<file path="src/ccs_pkg.sv">
// shared constants and types for the core clock source switch
package ccs_pkg;
    // system clock and switching interval
    localparam int CLK_HZ = 20_000_000;
    localparam int SWITCH_US = 150;
    localparam int SWITCH_CYCLES = (SWITCH_US * (CLK_HZ / 1_000_000));
    localparam logic [11:0] SWITCH_LAST = 12'(SWITCH_CYCLES - 1);
    // dead cycles between dropping one clock enable and raising the other
    localparam logic [1:0] MUX_GAP_LAST = 2'h2;
    // clock switch state codes, gray ordered osc <-> trans <-> ext
    localparam logic [1:0] STAT_OSC = 2'h0;
    localparam logic [1:0] STAT_TRANS = 2'h1;
    localparam logic [1:0] STAT_EXT = 2'h3;
    // master clock frequency codes
    localparam logic [1:0] FREQ_11M2896 = 2'h0;
    localparam logic [1:0] FREQ_12M = 2'h1;
    localparam logic [1:0] FREQ_12M288 = 2'h2;
    // reset values
    localparam logic RST_OSC_POWERED = 1'b1;
    localparam logic RST_RATE_SEL = 1'b1;

    typedef enum logic [5:0] {
        ST_OSC = 6'h01,
        ST_WAIT_UP = 6'h02,
        ST_SWITCH_UP = 6'h04,
        ST_EXT = 6'h08,
        ST_WAIT_DN = 6'h10,
        ST_SWITCH_DN = 6'h20
    } ccs_state_t;

    typedef struct packed {
        logic source_pll;
        logic region_div;
        logic [1:0] freq_code;
    } ccs_cfg_t;

    typedef struct packed {
        logic [1:0] clock_switch_state;
        logic oscillator_powered_status;
    } ccs_status_t;
endpackage

</file>
<file path="src/ccs_core_clock_switch.sv">
// core clock source switch: oscillator, bit clock pin or pll
`timescale 1ns/1ps
module ccs_core_clock_switch (
    // clock and reset
    input wire logic i_clk_sys,
    input wire logic i_rst,
    // control bits from the register block
    input wire logic i_clock_present,
    input wire ccs_pkg::ccs_cfg_t i_cfg,
    // control port activity, same clock
    input wire logic i_i2c_busy,
    input wire logic i_i2c_stop,
    // bit clock activity detector from the pin
    input wire logic i_bit_clock_running,
    // status
    output ccs_pkg::ccs_status_t o_status,
    // clock gate enables
    output logic o_osc_gate_en,
    output logic o_ext_gate_en,
    output logic o_pin_gate_en,
    output logic o_pll_gate_en,
    output logic o_ctrl_clk_from_ext,
    output logic o_osc_enable,
    // audio path and rate
    output logic o_serial_port_enable,
    output logic o_master_clock_region_div,
    output logic o_internal_rate_select
);
    ccs_pkg::ccs_state_t state;
    ccs_pkg::ccs_state_t next_state;
    logic [11:0] count;
    logic [11:0] next_count;
    logic present_d;
    logic bclk_run;
    logic ext_req;
    logic next_ext_req;
    logic src_pll;
    logic next_src_pll;
    logic osc_a;
    logic osc_b;
    logic ext_settled;
    logic pin_a;
    logic pll_b;
    logic src_settled;
    ccs_pkg::ccs_status_t next_status;
    logic next_osc_enable;
    logic next_sp_en;
    logic next_div;
    logic next_rate;
    logic rise;
    logic fall;

    // pin-side activity crosses into the system clock
    ccs_sync2 u_bclk_sync (
        .i_clk_sys(i_clk_sys),
        .i_rst(i_rst),
        .i_async(i_bit_clock_running),
        .o_sync(bclk_run)
    );

    // oscillator versus external master clock
    ccs_glitchless_sel u_core_sel (
        .i_clk_sys(i_clk_sys),
        .i_rst(i_rst),
        .i_req(ext_req),
        .o_en_a(osc_a),
        .o_en_b(osc_b),
        .o_settled(ext_settled)
    );

    // pin directly versus pll output
    ccs_glitchless_sel u_src_sel (
        .i_clk_sys(i_clk_sys),
        .i_rst(i_rst),
        .i_req(src_pll),
        .o_en_a(pin_a),
        .o_en_b(pll_b),
        .o_settled(src_settled)
    );

    assign rise = i_clock_present && !present_d;
    assign fall = !i_clock_present && present_d;

    // switch sequencer; the oscillator leaves power-down before switching back
    always_comb begin
        next_state = state;
        next_count = count;
        next_ext_req = ext_req;
        next_osc_enable = o_osc_enable;
        case (state)
            ccs_pkg::ST_OSC: begin
                if (rise && bclk_run) begin
                    next_state = ccs_pkg::ST_WAIT_UP;
                end
            end
            ccs_pkg::ST_WAIT_UP: begin
                if (!i_clock_present) begin
                    next_state = ccs_pkg::ST_OSC;
                end else if (i_i2c_stop && !i_i2c_busy) begin
                    next_state = ccs_pkg::ST_SWITCH_UP;
                    next_count = 12'h000;
                    next_ext_req = 1'b1;
                end
            end
            ccs_pkg::ST_SWITCH_UP: begin
                // full interval even if the mux settles early
                if (count == ccs_pkg::SWITCH_LAST && ext_settled) begin
                    next_state = ccs_pkg::ST_EXT;
                    next_osc_enable = 1'b0;
                end else if (count != ccs_pkg::SWITCH_LAST) begin
                    next_count = count + 12'h001;
                end
            end
            ccs_pkg::ST_EXT: begin
                if (fall) begin
                    next_state = ccs_pkg::ST_WAIT_DN;
                end
            end
            ccs_pkg::ST_WAIT_DN: begin
                if (i_i2c_stop && !i_i2c_busy) begin
                    next_state = ccs_pkg::ST_SWITCH_DN;
                    next_count = 12'h000;
                    next_ext_req = 1'b0;
                    next_osc_enable = 1'b1;
                end
            end
            ccs_pkg::ST_SWITCH_DN: begin
                if (count == ccs_pkg::SWITCH_LAST && ext_settled) begin
                    next_state = ccs_pkg::ST_OSC;
                end else if (count != ccs_pkg::SWITCH_LAST) begin
                    next_count = count + 12'h001;
                end
            end
            default: begin
                next_state = ccs_pkg::ST_OSC;
                next_ext_req = 1'b0;
                next_osc_enable = 1'b1;
            end
        endcase
    end

    // gray status, one bit per step in either direction
    always_comb begin
        next_status.oscillator_powered_status = next_osc_enable;
        case (next_state)
            ccs_pkg::ST_SWITCH_UP,
            ccs_pkg::ST_SWITCH_DN: begin
                next_status.clock_switch_state = ccs_pkg::STAT_TRANS;
            end
            ccs_pkg::ST_EXT,
            ccs_pkg::ST_WAIT_DN: begin
                next_status.clock_switch_state = ccs_pkg::STAT_EXT;
            end
            default: begin
                next_status.clock_switch_state = ccs_pkg::STAT_OSC;
            end
        endcase
    end

    // source, divider, rate and serial port enable
    always_comb begin
        next_src_pll = i_cfg.source_pll;
        next_div = i_cfg.region_div;
        // 11.2896 and 12.288 both use 1; only 12 MHz uses 0
        next_rate = (i_cfg.freq_code != ccs_pkg::FREQ_12M);
        // serial port never on the oscillator
        next_sp_en = (next_state == ccs_pkg::ST_EXT) && i_clock_present;
    end

    // state registers; reset always lands on the oscillator
    always_ff @(posedge i_clk_sys or posedge i_rst) begin
        if (i_rst) begin
            state <= ccs_pkg::ST_OSC;
            count <= 12'h000;
            ext_req <= 1'b0;
            present_d <= 1'b0;
            o_osc_enable <= ccs_pkg::RST_OSC_POWERED;
            o_status <= {ccs_pkg::STAT_OSC, ccs_pkg::RST_OSC_POWERED};
            src_pll <= 1'b0;
            o_serial_port_enable <= 1'b0;
            o_master_clock_region_div <= 1'b0;
            o_internal_rate_select <= ccs_pkg::RST_RATE_SEL;
        end else begin
            state <= next_state;
            count <= next_count;
            ext_req <= next_ext_req;
            present_d <= i_clock_present;
            o_osc_enable <= next_osc_enable;
            o_status <= next_status;
            src_pll <= next_src_pll;
            o_serial_port_enable <= next_sp_en;
            o_master_clock_region_div <= next_div;
            o_internal_rate_select <= next_rate;
        end
    end

    // gate enables retimed so every output is a flop
    always_ff @(posedge i_clk_sys or posedge i_rst) begin
        if (i_rst) begin
            o_osc_gate_en <= 1'b1;
            o_ext_gate_en <= 1'b0;
            o_pin_gate_en <= 1'b1;
            o_pll_gate_en <= 1'b0;
            o_ctrl_clk_from_ext <= 1'b0;
        end else begin
            o_osc_gate_en <= osc_a;
            o_ext_gate_en <= osc_b;
            o_pin_gate_en <= pin_a && src_settled;
            o_pll_gate_en <= pll_b;
            // control port shares the selected master clock
            o_ctrl_clk_from_ext <= osc_b;
        end
    end
endmodule

</file>
<file path="src/ccs_sync2.sv">
// two-flop level synchroniser for pin inputs
`timescale 1ns/1ps
module ccs_sync2 (
    // clock and reset
    input wire logic i_clk_sys,
    input wire logic i_rst,
    // level in and out
    input wire logic i_async,
    output logic o_sync
);
    logic meta;

    // first flop feeds only the second
    always_ff @(posedge i_clk_sys or posedge i_rst) begin
        if (i_rst) begin
            meta <= 1'b0;
            o_sync <= 1'b0;
        end else begin
            meta <= i_async;
            o_sync <= meta;
        end
    end
endmodule

</file>
<file path="src/ccs_glitchless_sel.sv">
// break-before-make enable pair for a glitchless two-input clock mux
`timescale 1ns/1ps
module ccs_glitchless_sel (
    // clock and reset
    input wire logic i_clk_sys,
    input wire logic i_rst,
    // request: 0 selects input a, 1 selects input b
    input wire logic i_req,
    // gate enables, one-hot or both low during the gap
    output logic o_en_a,
    output logic o_en_b,
    output logic o_settled
);
    logic owner;
    logic [1:0] gap;
    logic next_en_a;
    logic next_en_b;
    logic next_owner;
    logic [1:0] next_gap;
    logic next_settled;

    // never both enables high: the old clock is gated before the new one
    always_comb begin
        next_en_a = o_en_a;
        next_en_b = o_en_b;
        next_owner = owner;
        next_gap = gap;
        next_settled = o_settled;
        if (i_req != owner) begin
            next_en_a = 1'b0;
            next_en_b = 1'b0;
            next_owner = i_req;
            next_gap = 2'h0;
            next_settled = 1'b0;
        end else if (!o_settled) begin
            if (gap == ccs_pkg::MUX_GAP_LAST) begin
                next_en_a = !owner;
                next_en_b = owner;
                next_settled = 1'b1;
            end else begin
                next_gap = gap + 2'h1;
            end
        end
    end

    // reset always lands on input a
    always_ff @(posedge i_clk_sys or posedge i_rst) begin
        if (i_rst) begin
            o_en_a <= 1'b1;
            o_en_b <= 1'b0;
            owner <= 1'b0;
            gap <= 2'h0;
            o_settled <= 1'b1;
        end else begin
            o_en_a <= next_en_a;
            o_en_b <= next_en_b;
            owner <= next_owner;
            gap <= next_gap;
            o_settled <= next_settled;
        end
    end
endmodule

</file>
<file path="config.mk">
export PLATFORM = sky130hd
export DESIGN_NAME = ccs_core_clock_switch
export DESIGN_NICKNAME = d
export VERILOG_FILES = /design/src/ccs_pkg.sv /design/src/ccs_core_clock_switch.sv /design/src/ccs_sync2.sv /design/src/ccs_glitchless_sel.sv
export SDC_FILE = /design/constraint.sdc
export NUM_CORES = 1
export LEC_CHECK = 0
export ABC_AREA = 1
export BUFFER_PORTS_ARGS = -buffer_cell sky130_fd_sc_hd__buf_4
export CAP_MARGIN = 20
export CORE_MARGIN = 2
export CORE_UTILIZATION = 59
export DETAILED_ROUTE_END_ITERATION = 16
export HOLD_SLACK_MARGIN = 0.15
export PLACE_DENSITY_LB_ADDON = 0.3
export SETUP_SLACK_MARGIN = 0.15
export SLEW_MARGIN = 10
export SYNTH_ARGS = -nofsm -noshare
export SYNTH_HDL_FRONTEND = slang
export SYNTH_SLANG_ARGS = --single-unit
</file>
<file path="constraint.sdc">
create_clock -name i_clk_sys -period 2.1 [get_ports i_clk_sys]
set_clock_uncertainty 0.1 [all_clocks]
set_input_delay 0.21 -clock i_clk_sys [delete_from_list [all_inputs] [get_ports i_clk_sys]]
set_output_delay 0.21 -clock i_clk_sys [all_outputs]
set_load 0.1 [all_outputs]
</file>
Yosys cells after proc, flatten, opt, wreduce, memory -nomap -nowiden
Cells that the tools add are included.

storage, ports and cells
  bits of input ports = 10
  flip-flop bits (word level) = 45

operators by class
  add/sub/neg operators = 3
  reduce and logical (&&, ||, !) cells = 27
  equality and inequality tests = 27
  multiplexer cells = 44
  bitwise gates (word level) = 2

operators with widths
  cell                                                   count
  two-way mux 12 bit                                     4
  two-way mux 6 bit                                      7
  one-hot mux 12 bit (3 select lines)                    1
  one-hot mux 6 bit (6 select lines)                     1
  two-way mux 1 bit                                      22
  inequality test 2 bit, second input constant           7
  adder 12 x 1 -> 12 bit, second input constant          1
  equality test 12 bit, second input constant            1
  equality test 6 x 3 -> 1 bit, second input constant    2
  equality test 6 x 4 -> 1 bit, second input constant    2
  equality test 6 x 5 -> 1 bit, second input constant    2
  equality test 6 bit, second input constant             2
  two-way mux 2 bit                                      6
  inequality test 12 bit, second input constant          1
  inequality test 2 x 1 -> 1 bit, second input constant  4
  AND reduction 2 bit                                    4
  AND reduction 4 bit                                    2
  OR reduction 4 bit                                     2
  logical AND 1 bit                                      7
  equality test 6 x 1 -> 1 bit, second input constant    1
  equality test 6 x 2 -> 1 bit, second input constant    1
  one-hot mux 1 bit (3 select lines)                     2
  OR reduction 2 bit                                     3
  zero test 1 bit                                        5
  8 further kinds                                        13

Depth between registers and ports, before layout
Gate-level depths: netlist of the first run.

  word-level depth = 8
  gate-level depth with buffers = 11
  gate-level depth less buffers = 10

Hierarchy
Synthesis of the first run repeated with hierarchy kept, for this count alone.

second synthesis, totals
  cells, all modules = 313
  area total of the unflattened synthesis = 2,449.8 sq um

by module, submodules not included
  module                 cells each  area each (sq um)  instances
  ccs_core_clock_switch  238         1,775.5            1
  ccs_glitchless_sel     36          310.3              2
  ccs_sync2              3           53.8               1

Least setup slack after synthesis of the first run
No wires, ideal clock.

  path type = register to output
  start point = register o_ctrl_clk_from_ext (netlist name)
  end point = output port o_ext_gate_en
  arrival time = 1.324 ns
  data required time = 1.790 ns
  path slack = 0.466 ns
  cell stages (with the launch flop) = 2
  buffers on the path = 1
  cells stage by stage = dfrtp_1 buf_4

RTL lines
  element    RTL line                     RTL
  to (decl)  ccs_core_clock_switch.sv:19  output logic o_ext_gate_en,

Worst setup path after layout of the first run
  start point = register state[0]
  end point = register count[8]

on the way
  word-level cells in the longest chain between the ends = 4

ends and longest elaborated chain
  element                                                                        RTL line                      RTL
  from (decl)                                                                    ccs_core_clock_switch.sv:29   ccs_pkg::ccs_state_t state;
  from (signal assigned)                                                         ccs_core_clock_switch.sv:173  state <= ccs_pkg::ST_OSC;
  from (signal assigned)                                                         ccs_core_clock_switch.sv:184  state <= next_state;
  equality test 6 bit / equality test 6 x 3 -> 1 bit (equally long branches)     ccs_core_clock_switch.sv:90   case (state)
  OR reduction 2 bit (no source line)                                            n/a
  inequality test 2 x 1 -> 1 bit (no source line), or another cell as far along  n/a
  AND reduction 4 bit (no source line)                                           n/a
  to (signal assigned)                                                           ccs_core_clock_switch.sv:185  count <= next_count;
  to (decl)                                                                      ccs_core_clock_switch.sv:31   logic [11:0] count;

Parallel ways exist; a longest one is shown, timed or not.
A chain may end at the register's enable or synchronous reset.

==> results of run 1 <==
## worst reg2reg max path: stages, from the launching register on
cell and delay [ps]:
dfstp_2 590, nor2_4 70, nand3_4 110, nand2_2 170
inv_2 160, nor2_2 40, nor2_1 110, nand2_2 170
nand2_1 110, nand2_1 50
## cell usage after synthesis, drive strengths merged
master / instances / area, sq um
dfstp: 9 / 236.5
nor3: 1 / 5.000
nand2: 94 / 365.4
a21oi: 1 / 8.760
o31ai: 2 / 15.01
nand4: 10 / 62.56
buf: 5 / 42.53
nand3: 17 / 127.6
xnor2: 2 / 17.52
xor2: 4 / 35.03
o21ai: 8 / 43.79
o32ai: 1 / 8.760
dfrtp: 36 / 900.9
o21bai: 1 / 7.510
inv: 46 / 172.7
mux2: 4 / 45.04
nor2: 46 / 234.0
ha: 7 / 87.58
## worst max path at each step
stage                             start            end  slack (ps)  cells past startpoint
CTS                            count[0]    o_status[1]         250                      8
detailed placement             count[0]    o_status[1]         270                      8
global placement               count[0]    o_status[1]         270                      8
global route                   state[1]       count[7]         160                      9
finish                         state[0]       count[8]         310                      9
floorplan           o_ctrl_clk_from_ext  o_ext_gate_en         470                      1
## layer usage
metal,global-route usage [%],vias to the layer above,wire length (microns)
met4,8.000,0,62
met2,37.74,38,2257
met5,0,-,0
li1,-,967,-
met3,5.921,5,170
met1,28.05,865,2015
## sequential cells by signal, indices dropped and copies added, names as in the netlist, 2 cells and up
| name | flops |
|---|---|
| count | 12 |
| o_status | 2 |
| state | 6 |
| u_core_sel.gap | 2 |
| u_src_sel.gap | 2 |
## where the power goes
group,total (mW),switching [mW],internal (mW)
combinational,1.06,0.738,0.327
sequential,1.25,0.158,1.09
clock,0.660,0.303,0.356
total,2.97,1.20,1.78
## final cells by class
class / count / area, sq um
sequential: 45 / 1139
tap: 50 / 62.56
timing repair buffer: 29 / 247.7
multi-input combinational: 198 / 1066
clock buffer: 5 / 68.82
inverter: 46 / 172.7
clock inverter: 3 / 43.79
fill: 330 / 1171
## repair_timing
item                       in CTS  in global routing
hold buffers                    7                  0
hold endpoints to repair       26                  0
gates resized for setup         0                  2
setup endpoints to repair       0                  3
## cell families (layout without fill, tap and decap cells)
| kind of cell | count (synthesis) | after routing | share of synthesized area (%) |
|---|---|---|---|
| simple gates | 168 | 168 | 32.88 |
| buf+inv | 51 | 83 | 8.907 |
| flops | 45 | 45 | 47.07 |
| compound gates | 13 | 13 | 3.470 |
| fa+ha+maj | 7 | 7 | 3.625 |
| xor+xnor | 6 | 6 | 2.175 |
| mux | 4 | 4 | 1.864 |
==> metrics.txt, run 1 <==
DIE WIDTH 67.99 microns; critical path cell sequence nor2_4, nand3_4, nand2_2, inv_2, nor2_2, nor2_1, nand2_2, nand2_1, nand2_1; dpl cells 361; Antenna diodes 0; CP bufs+invs 1; # setup viols final 0; max-slew violation count 0; port bufs 21; DR iter-0 viols 122; floorplan core area 3971 sq um; DPL Wire Length 3.211 mm; Final Non-Filler Cells 376; area of placed instances 2614 sq um; first-pass GRT wire length 7.596 mm; Nets 342; Peak VDD IR 0.7975 mV; Min Hold Slack 238.1 ps; cells after synthesis 294; CP Capture Type register; Worst Path Max Fanout 12; WL/cell 11.98 microns; Area Growth Syn to Fin 15.90%; FF+latch count, synth 45; worst hold path class input port to register; pre-CTS worst setup slack 270.7 ps; cell depth of the worst flop-to-flop path 9; crit share post-route 85.22%; post-layout instance area 2800 sq um; Mapped Area 2416 sq um; register area share after synthesis 47.07%; Slew @ Worst Pin 824.3 ps; DR vias/cell 4.987; Core Rows 23; Final Power 2.975 mW; Max-Cap Viols 0; r2r endpoint count[8]; Synth cell types 28; CP delay by family, top simple AND/OR/NAND/NOR gates; Crit Path Class register to register; vias in the first global route 1,729; total wire length 4.505 mm; Die H 67.99 microns; most frequent cells in the layout nand2_1 (89), inv_1 (41), nor2_1 (35), dfrtp_1 (35), buf_4 (21); Final WS setup 310.3 ps; Worst Hold End state[2]; Syn Area/Cell 8.218 sq um; clock sinks 45; Routed Antenna Nets 0; status completed; WP data arrival 1880 ps; pwr dens 1062 nW/um^2; Final Util 70.51%; share of post-route cells with drive strength above 1 21.78%; CP required 2190 ps; Leak 1.474 nW; critical path's slowest cell dfstp_2; CTS Buf Count 5; Die ar. 4623 sq um; I/O pins 22; Slew HR 44.71%; fin crit period 1790 ps; Skew-Pair Late Insertion Delay 300 ps; slowest stage delay, CP 590 ps; post-CTS setup buffer count 0; WHS Path Cells 4; RD Place Congestion 0.8868; fmax 558.8 MHz; yosys warns 0; Mapped Nets 311; Initial Util 60.84%; Reg2Reg Setup Slack 310 ps; H-tree Lvls 2; Critical Path Start Type register; CTS Root Cell clkbuf_8; largest net degree at the start of global routing 24; register clock-pin slew on the reported worst setup and hold paths 90 ps; antenna violations before repair 0; Final Hold Violating Endpoints 0; DRC viols 0; vias 1,875; Longest Clk Path Bufs 2; RSZ-0062 raised after global routing no; overall global routing resource usage 22.52%; TritonRoute pass-1 iters 4; CTS tree done; commonest non-fill, non-tap cell in the layout nand2_1; reg2reg start state[0]; total congestion overflow 0; hold path start i_i2c_busy; setup TNS 0 ps
Power figures use the tool's default switching activity.
==> run 2, diff against run 1 <==
Settings changed: CORE_ASPECT_RATIO set to 1.4.
==> metrics.txt, run 2 (same netlist as run 1, synthesis figures left out) <==
DIE WIDTH 58.09 microns (-15%); largest reg by FF count count; Slew @ Worst Pin 468.6 ps (-355.7 ps); I/O pins 22 (unchanged); max reg flops 12 (unchanged); status completed; post-layout instance area 2764 sq um (-1.3%); switching share of power 41.86% (+1.6 points); max-slew violation count 0 (unchanged); commonest non-fill, non-tap cell in the layout nand2_1; Final Power 2.845 mW (-4.4%); Die H 79.72 microns (+17%); Skew-Pair Late Insertion Delay 300 ps (about the same); critical path cell sequence ha_2, nand2_1, nor2_2, nand4_1, nand2_1, o21ai_0, nor2_1, nand2_1; Area Growth Syn to Fin 14.40%; Max-Cap Viols 0 (unchanged); WL/cell 12.45 microns (+3.9%); Longest Clk Path Bufs 2 (unchanged); Nets 343 (+0.29%); worst hold path class input port to register; Routed Antenna Nets 0 (unchanged); clock sinks 45 (unchanged); Worst Path Max Fanout 6 (-6); RSZ-0062 raised after global routing no; # setup viols final 0 (unchanged); Top cell by count, worst path nand2_1; register clock-pin slew on the reported worst setup and hold paths 90 ps (about the same); Min Hold Slack 229.2 ps (-8.948 ps); post-CTS setup buffer count 0 (unchanged); Antenna diodes 0 (unchanged); total wire length 4.607 mm (+2.3%); vias in the first global route 1,884 (+9.0%); DPL Wire Length 3.316 mm (+3.2%); Die ar. 4630 sq um (+0.16%); crit share post-route 83.48% (-1.7 points); Final Hold Violating Endpoints 0 (unchanged); Initial Util 61.65% (+0.82 points); CP Capture Type register; antenna violations before repair 0 (unchanged); overall global routing resource usage 23.37% (+0.85 points); fin crit period 1753 ps (-36.61 ps); CTS Root Cell clkbuf_8; most frequent cells in the layout nand2_1 (89), inv_1 (41), dfrtp_1 (36); M1 GR Usage 27.82% (-0.23 points); WP data arrival 1820 ps (-60 ps); fmax 570.4 MHz (+2.1%); Peak VDD IR 0.9073 mV (+14%); Core Rows 27 (+17%); largest net degree at the start of global routing 39 (+63%); H-tree Lvls 2 (unchanged); GRT busiest layer met2; GR Util met2 40.91% (+3.2 points); M3 GR Usage 4.376% (-1.5 points); share of post-route cells with drive strength above 1 21.71% (-0.067 points); area of placed instances 2600 sq um (-0.53%); CTS tree done; setup TNS 0 ps (unchanged); TritonRoute pass-1 iters 4 (unchanged); proportion of power drawn by combinational gates 37.2% (+1.4 points); CP required 2170 ps (-20 ps); CP bufs+invs 0 (-1); DR iter-0 viols 91 (-25%); DRC viols 0 (unchanged); CP delay by family, top simple AND/OR/NAND/NOR gates; Crit Path Class register to register; Slew HR 68.76% (+24 points); Internal 1.654 mW (-6.8%); Critical Path Start Type register; port bufs 21 (unchanged); Leak 1.466 nW (-0.54%); P_sw 1.191 mW (-0.66%); dpl cells 355 (-1.7%); RD Place Congestion 0.8408 (-5.2%); DR vias/cell 5.181 (+3.9%); first-pass GRT wire length 8.162 mm (+7.5%); Final Non-Filler Cells 370 (-1.6%); vias 1,917 (+2.2%); total congestion overflow 0 (unchanged); Flop pwr share 44.0% (+2.0 points); pwr dens 1029 nW/um^2 (-3.1%); critical path's slowest cell dfrtp_1; slowest stage delay, CP 430 ps (-160 ps); clock network power share 18.9% (-3.3 points); CTS Buf Count 5 (unchanged); Largest regs count x12, state x6; floorplan core area 3919 sq um (-1.3%)
run 2: cell types whose count changed in the layout (fill, tap and decap cells not counted):
cell       previous run  this run
clkinv_4              0         2
dfrtp_1              35        36
buf_12                1         0
inv_6                 1         0
buf_4                21        23
dfrtp_2               1         0
bufinv_16             1         0
run 2: tightest hold or removal path, delay by kind of cell:
| family | cells | cell delay (ps) |
|---|---|---|
| AND/OR/NAND/NOR | 4 | 260 |
| buffers and inverters | 1 | 80 |
| AO/OA/AOI/OAI | 1 | 70 |
run 2: final timing paths:
path | start | endpoint | slack, ps | depth (start not counted)
setup / recovery | count[0] | o_status[1] | 350 | 8
hold / removal | i_i2c_busy | o_osc_enable | 230 | 6
setup reg to reg | count[0] | o_status[1] | 350 | 8
hold reg to reg | u_bclk_sync.meta | u_bclk_sync.o_sync | 260 | 0
max in group asynchronous | i_rst | state[0] | 880 | 4
min in group asynchronous | i_rst | u_core_sel.owner | 290 | 3
run 2: power groups by stage:
stage / combinational, mW / sequential (mW) / clock [mW]
2_1_floorplan: 0.665 / 1.44 / 0
3_3_place_gp: 1.02 / 1.26 / 0
3_5_place_dp: 1.04 / 1.27 / 0
4_1_cts: 1.06 / 1.25 / 0.553
5_1_grt: 1.17 / 1.27 / 0.587
6_report: 1.06 / 1.25 / 0.538
run 2: repair_timing:
action	in CTS	in global routing
hold buffers	7	0
hold endpoints to repair	46	0
setup endpoints to repair	0	1
resized for setup	0	1
run 2: final cells by class:
type	instances	area (sq um)
clock buffer	5	68.82
multi-input combinational	198	1066
inverter	46	172.7
tap	43	53.80
sequential	45	1137
clock inverter	3	22.52
timing repair buffer	30	242.7
fill	326	1155
run 2: through the flow:
step | setup WS (ps) | utilization [%]
floorplan | 466.0 | -
global placement | 406.3 | 66.35
detailed placement | 327.3 | 66.35
CTS | 323.5 | 70.47
global route | 151.3 | 70.53
finish | 346.9 | 70.53
run 2: routing by layer:
layer	share of wire (%)	vias to the layer above
li1	-	971
met1	40	879
met2	53	56
met3	4.5	11
met4	2.7	0
met5	0	-
==> run 3, diff against run 2 <==
Settings changed: ABC_AREA 1 to 0, CORE_UTILIZATION 59 to 52.
Clock period 2.1 ns to 1.44 ns, I/O delays scaled along.
==> metrics.txt, run 3 <==
CTS tree done; first-pass GRT wire length 9.087 mm (+11%); ranking of synthesized cells by area dfrtp_1 (41%), dfstp_2 (11%), nor2_1 (4.8%); top cell type's share of synthesized area 41.12% (+3.8 points); DRC viols 1 (+1); Die H 80.80 microns (+1.4%); cell depth of the worst flop-to-flop path 5 (-3); commonest cells in the netlist dfrtp_1 (36), nor2_1 (28), nand2_1 (17), inv_1 (12), o21ai_0 (10); Synth Area in Compound Gates 10.74% (+7.3 points); crit share post-route 141.2% (+58 points); Mapped Area 2191 sq um (-9.3%); Longest Clk Path Bufs 2 (unchanged); Crit Path Class register to register; largest family of logic cells by synthesized area simple AND/OR/NAND/NOR gates; port bufs 21 (unchanged); mux contribution to synthesized area 2.570% (+0.71 points); WL/cell 19.13 microns (+54%); vias in the first global route 2,009 (+6.6%); floorplan core area 3986 sq um (+1.7%); H-tree Lvls 2 (unchanged); total wire length 6.543 mm (+42%); Initial Util 54.96% (-6.7 points); yosys warns 0 (unchanged); Peak VDD IR 1.358 mV (+50%); commonest non-fill, non-tap cell in the layout buf_4; overall global routing resource usage 25.75% (+2.4 points); CTS Root Cell clkbuf_8; I/O pins 22 (unchanged); vias 2,073 (+8.1%); Largest regs count x12, state x6; failing checks DRC, setup timing; WHS Path Cells 4 (-2); DR iter-0 viols 134 (+47%); Post-Synth Simple-Gate Area 21.76% (-11 points); Post-synth top flop dfrtp_1; Leak 1.496 nW (+2.0%); Slew @ Worst Pin 627.4 ps (+158.8 ps); status complete, but fails checks; max-slew violation count 0 (unchanged); CP required 1580 ps (-590 ps); FF+latch count, synth 45 (unchanged); Final Non-Filler Cells 342 (-7.6%); largest reg by FF count count; post-synthesis xor/xnor area fraction 4.397% (+2.2 points); most frequent cells in the layout buf_4 (68), dfrtp_1 (33), nor2_1 (24); register area share after synthesis 51.91% (+4.8 points); max reg flops 12 (unchanged); DPL Wire Length 3.495 mm (+5.4%); CP Capture Type register; Slew HR 58.09% (-11 points); Critical Path Start Type register; number of enable flip-flop cells after synthesis 0 (unchanged); RSZ-0062 raised after global routing yes; Worst Path Max Fanout 4 (-2); async set-or-reset flop fraction in the synthesized netlist 100.0% (unchanged); r2r endpoint o_status[1]; total congestion overflow 0 (unchanged); TritonRoute pass-1 iters 10 (+6); largest net degree at the start of global routing 46 (+18%); antenna violations before repair 0 (unchanged); Final WS setup -593.3 ps (-940.2 ps); fin crit period 2033 ps (+280.2 ps); dpl cells 308 (-13%); reg2reg start count[6]; clock sinks 45 (unchanged); fillcell total 182 (-44%); Core Rows 27 (unchanged); worst hold path class input port to register; Final Hold Violating Endpoints 0 (unchanged); Max-Cap Viols 0 (unchanged); Routed Antenna Nets 0 (unchanged); DIE WIDTH 58.86 microns (+1.3%); cell accounting for the most synthesized area dfrtp_1; share of post-route cells with drive strength above 1 52.17% (+30 points); Synth cell types 47 (+68%); Nets 315 (-8.2%); # setup viols final 25 (+25); Die ar. 4756 sq um (+2.7%); Skew-Pair Late Insertion Delay 300 ps (about the same); register clock-pin slew on the reported worst setup and hold paths 90 ps (about the same); Syn Area/Cell 10.43 sq um (+27%); CTS Buf Count 5 (unchanged); WP data arrival 2170 ps (+350 ps); count leader, synth dfrtp_1; cells after synthesis 210 (-29%); setup TNS -9434 ps (-9434 ps); Worst Hold End state[5]; Antenna diodes 0 (unchanged); Area Growth Syn to Fin 54.71%; pwr dens 1693 nW/um^2 (+64%); hold path start i_i2c_busy; DR vias/cell 6.061 (+17%); Reg2Reg Setup Slack -590 ps (-940 ps); Mapped Nets 227 (-27%); RD Place Congestion 0.9532 (+13%); fmax 491.8 MHz (-14%); area of placed instances 2784 sq um (+7.1%); Adder-Cell Fraction of Synth Area 3.998% (+0.37 points); post-layout instance area 3390 sq um (+23%)
run 3: per-layer routing:
layer | wire (microns) | vias to the layer above | GRT usage [%]
li1 | - | 915 | -
met1 | 2376 | 1011 | 28.21
met2 | 3448 | 110 | 46.78
met3 | 370 | 37 | 5.414
met4 | 348 | 0 | 11.36
met5 | 0 | - | 0
run 3: timing repair:
action | 4_1_cts | 5_1_grt
resized for setup | 48 | 24
pin swaps | 18 | 13
setup endpoints to repair | 36 | 35
endpoints found under the hold margin | 51 | 0
hold buffers | 7 | 0
setup buffers | 15 | 4
run 3: layout make-up:
class	count	area (sq um)	share of cell area (%)
Clock buffer	6	82.58	2.436
Clock inverter	2	16.27	0.4799
Inverter	12	45.04	1.329
Multi-Input combinational cell	144	1245	36.73
Sequential cell	45	1145	33.78
Tap cell	43	53.80	1.587
Timing Repair Buffer	90	802.0	23.66
run 3: how the worst max path moves through the flow:
stage	startpoint	endpoint	slack, ps	cells past startpoint
global route	count[1]	o_status[1]	-630	6
detailed placement	count[0]	count[0]	-580	5
global placement	count[10]	count[0]	-550	4
floorplan	count[6]	count[0]	-530	5
finish	count[6]	o_status[1]	-590	5
CTS	count[10]	count[0]	-530	4
run 3: metrics by stage:
step / util [%] / setup WS [ps] / hold WS, ps / power, mW
after floorplan: - / -532.8 / 75.43 / 3.440
after global placement: 69.84 / -549.9 / 103.0 / 4.131
after detailed placement: 69.84 / -584.5 / 107.7 / 4.203
after CTS: 81.61 / -526.3 / 135.5 / 5.366
after global routing: 85.03 / -630.2 / 164.1 / 6.015
final: 85.03 / -593.3 / 158.2 / 5.737
run 3: power breakdown:
part / switching, mW / internal [mW] / leakage [nW]
clock: 0.454 / 0.395 / 0.0478
combinational: 1.59 / 1.36 / 0.919
sequential: 0.263 / 1.68 / 0.529
run 3: cells by family (layout without fill, tap and decap cells):
| kind of cell | Yosys count | count (layout) |
|---|---|---|
| buffers and inverters | 21 | 110 |
| AO/OA/AOI/OAI | 33 | 33 |
| flip-flops | 45 | 45 |
| multiplexers | 5 | 5 |
| XOR/XNOR | 11 | 11 |
| AND/OR/NAND/NOR | 88 | 88 |
| adder cells (fa/ha/maj) | 7 | 7 |
run 3: critical path: stages (launching register included):
cell     delay, ps
dfrtp_1        420
or3b_1         370
or4_4          470
o21ai_1        270
a41oi_2        200
nor2_1         130
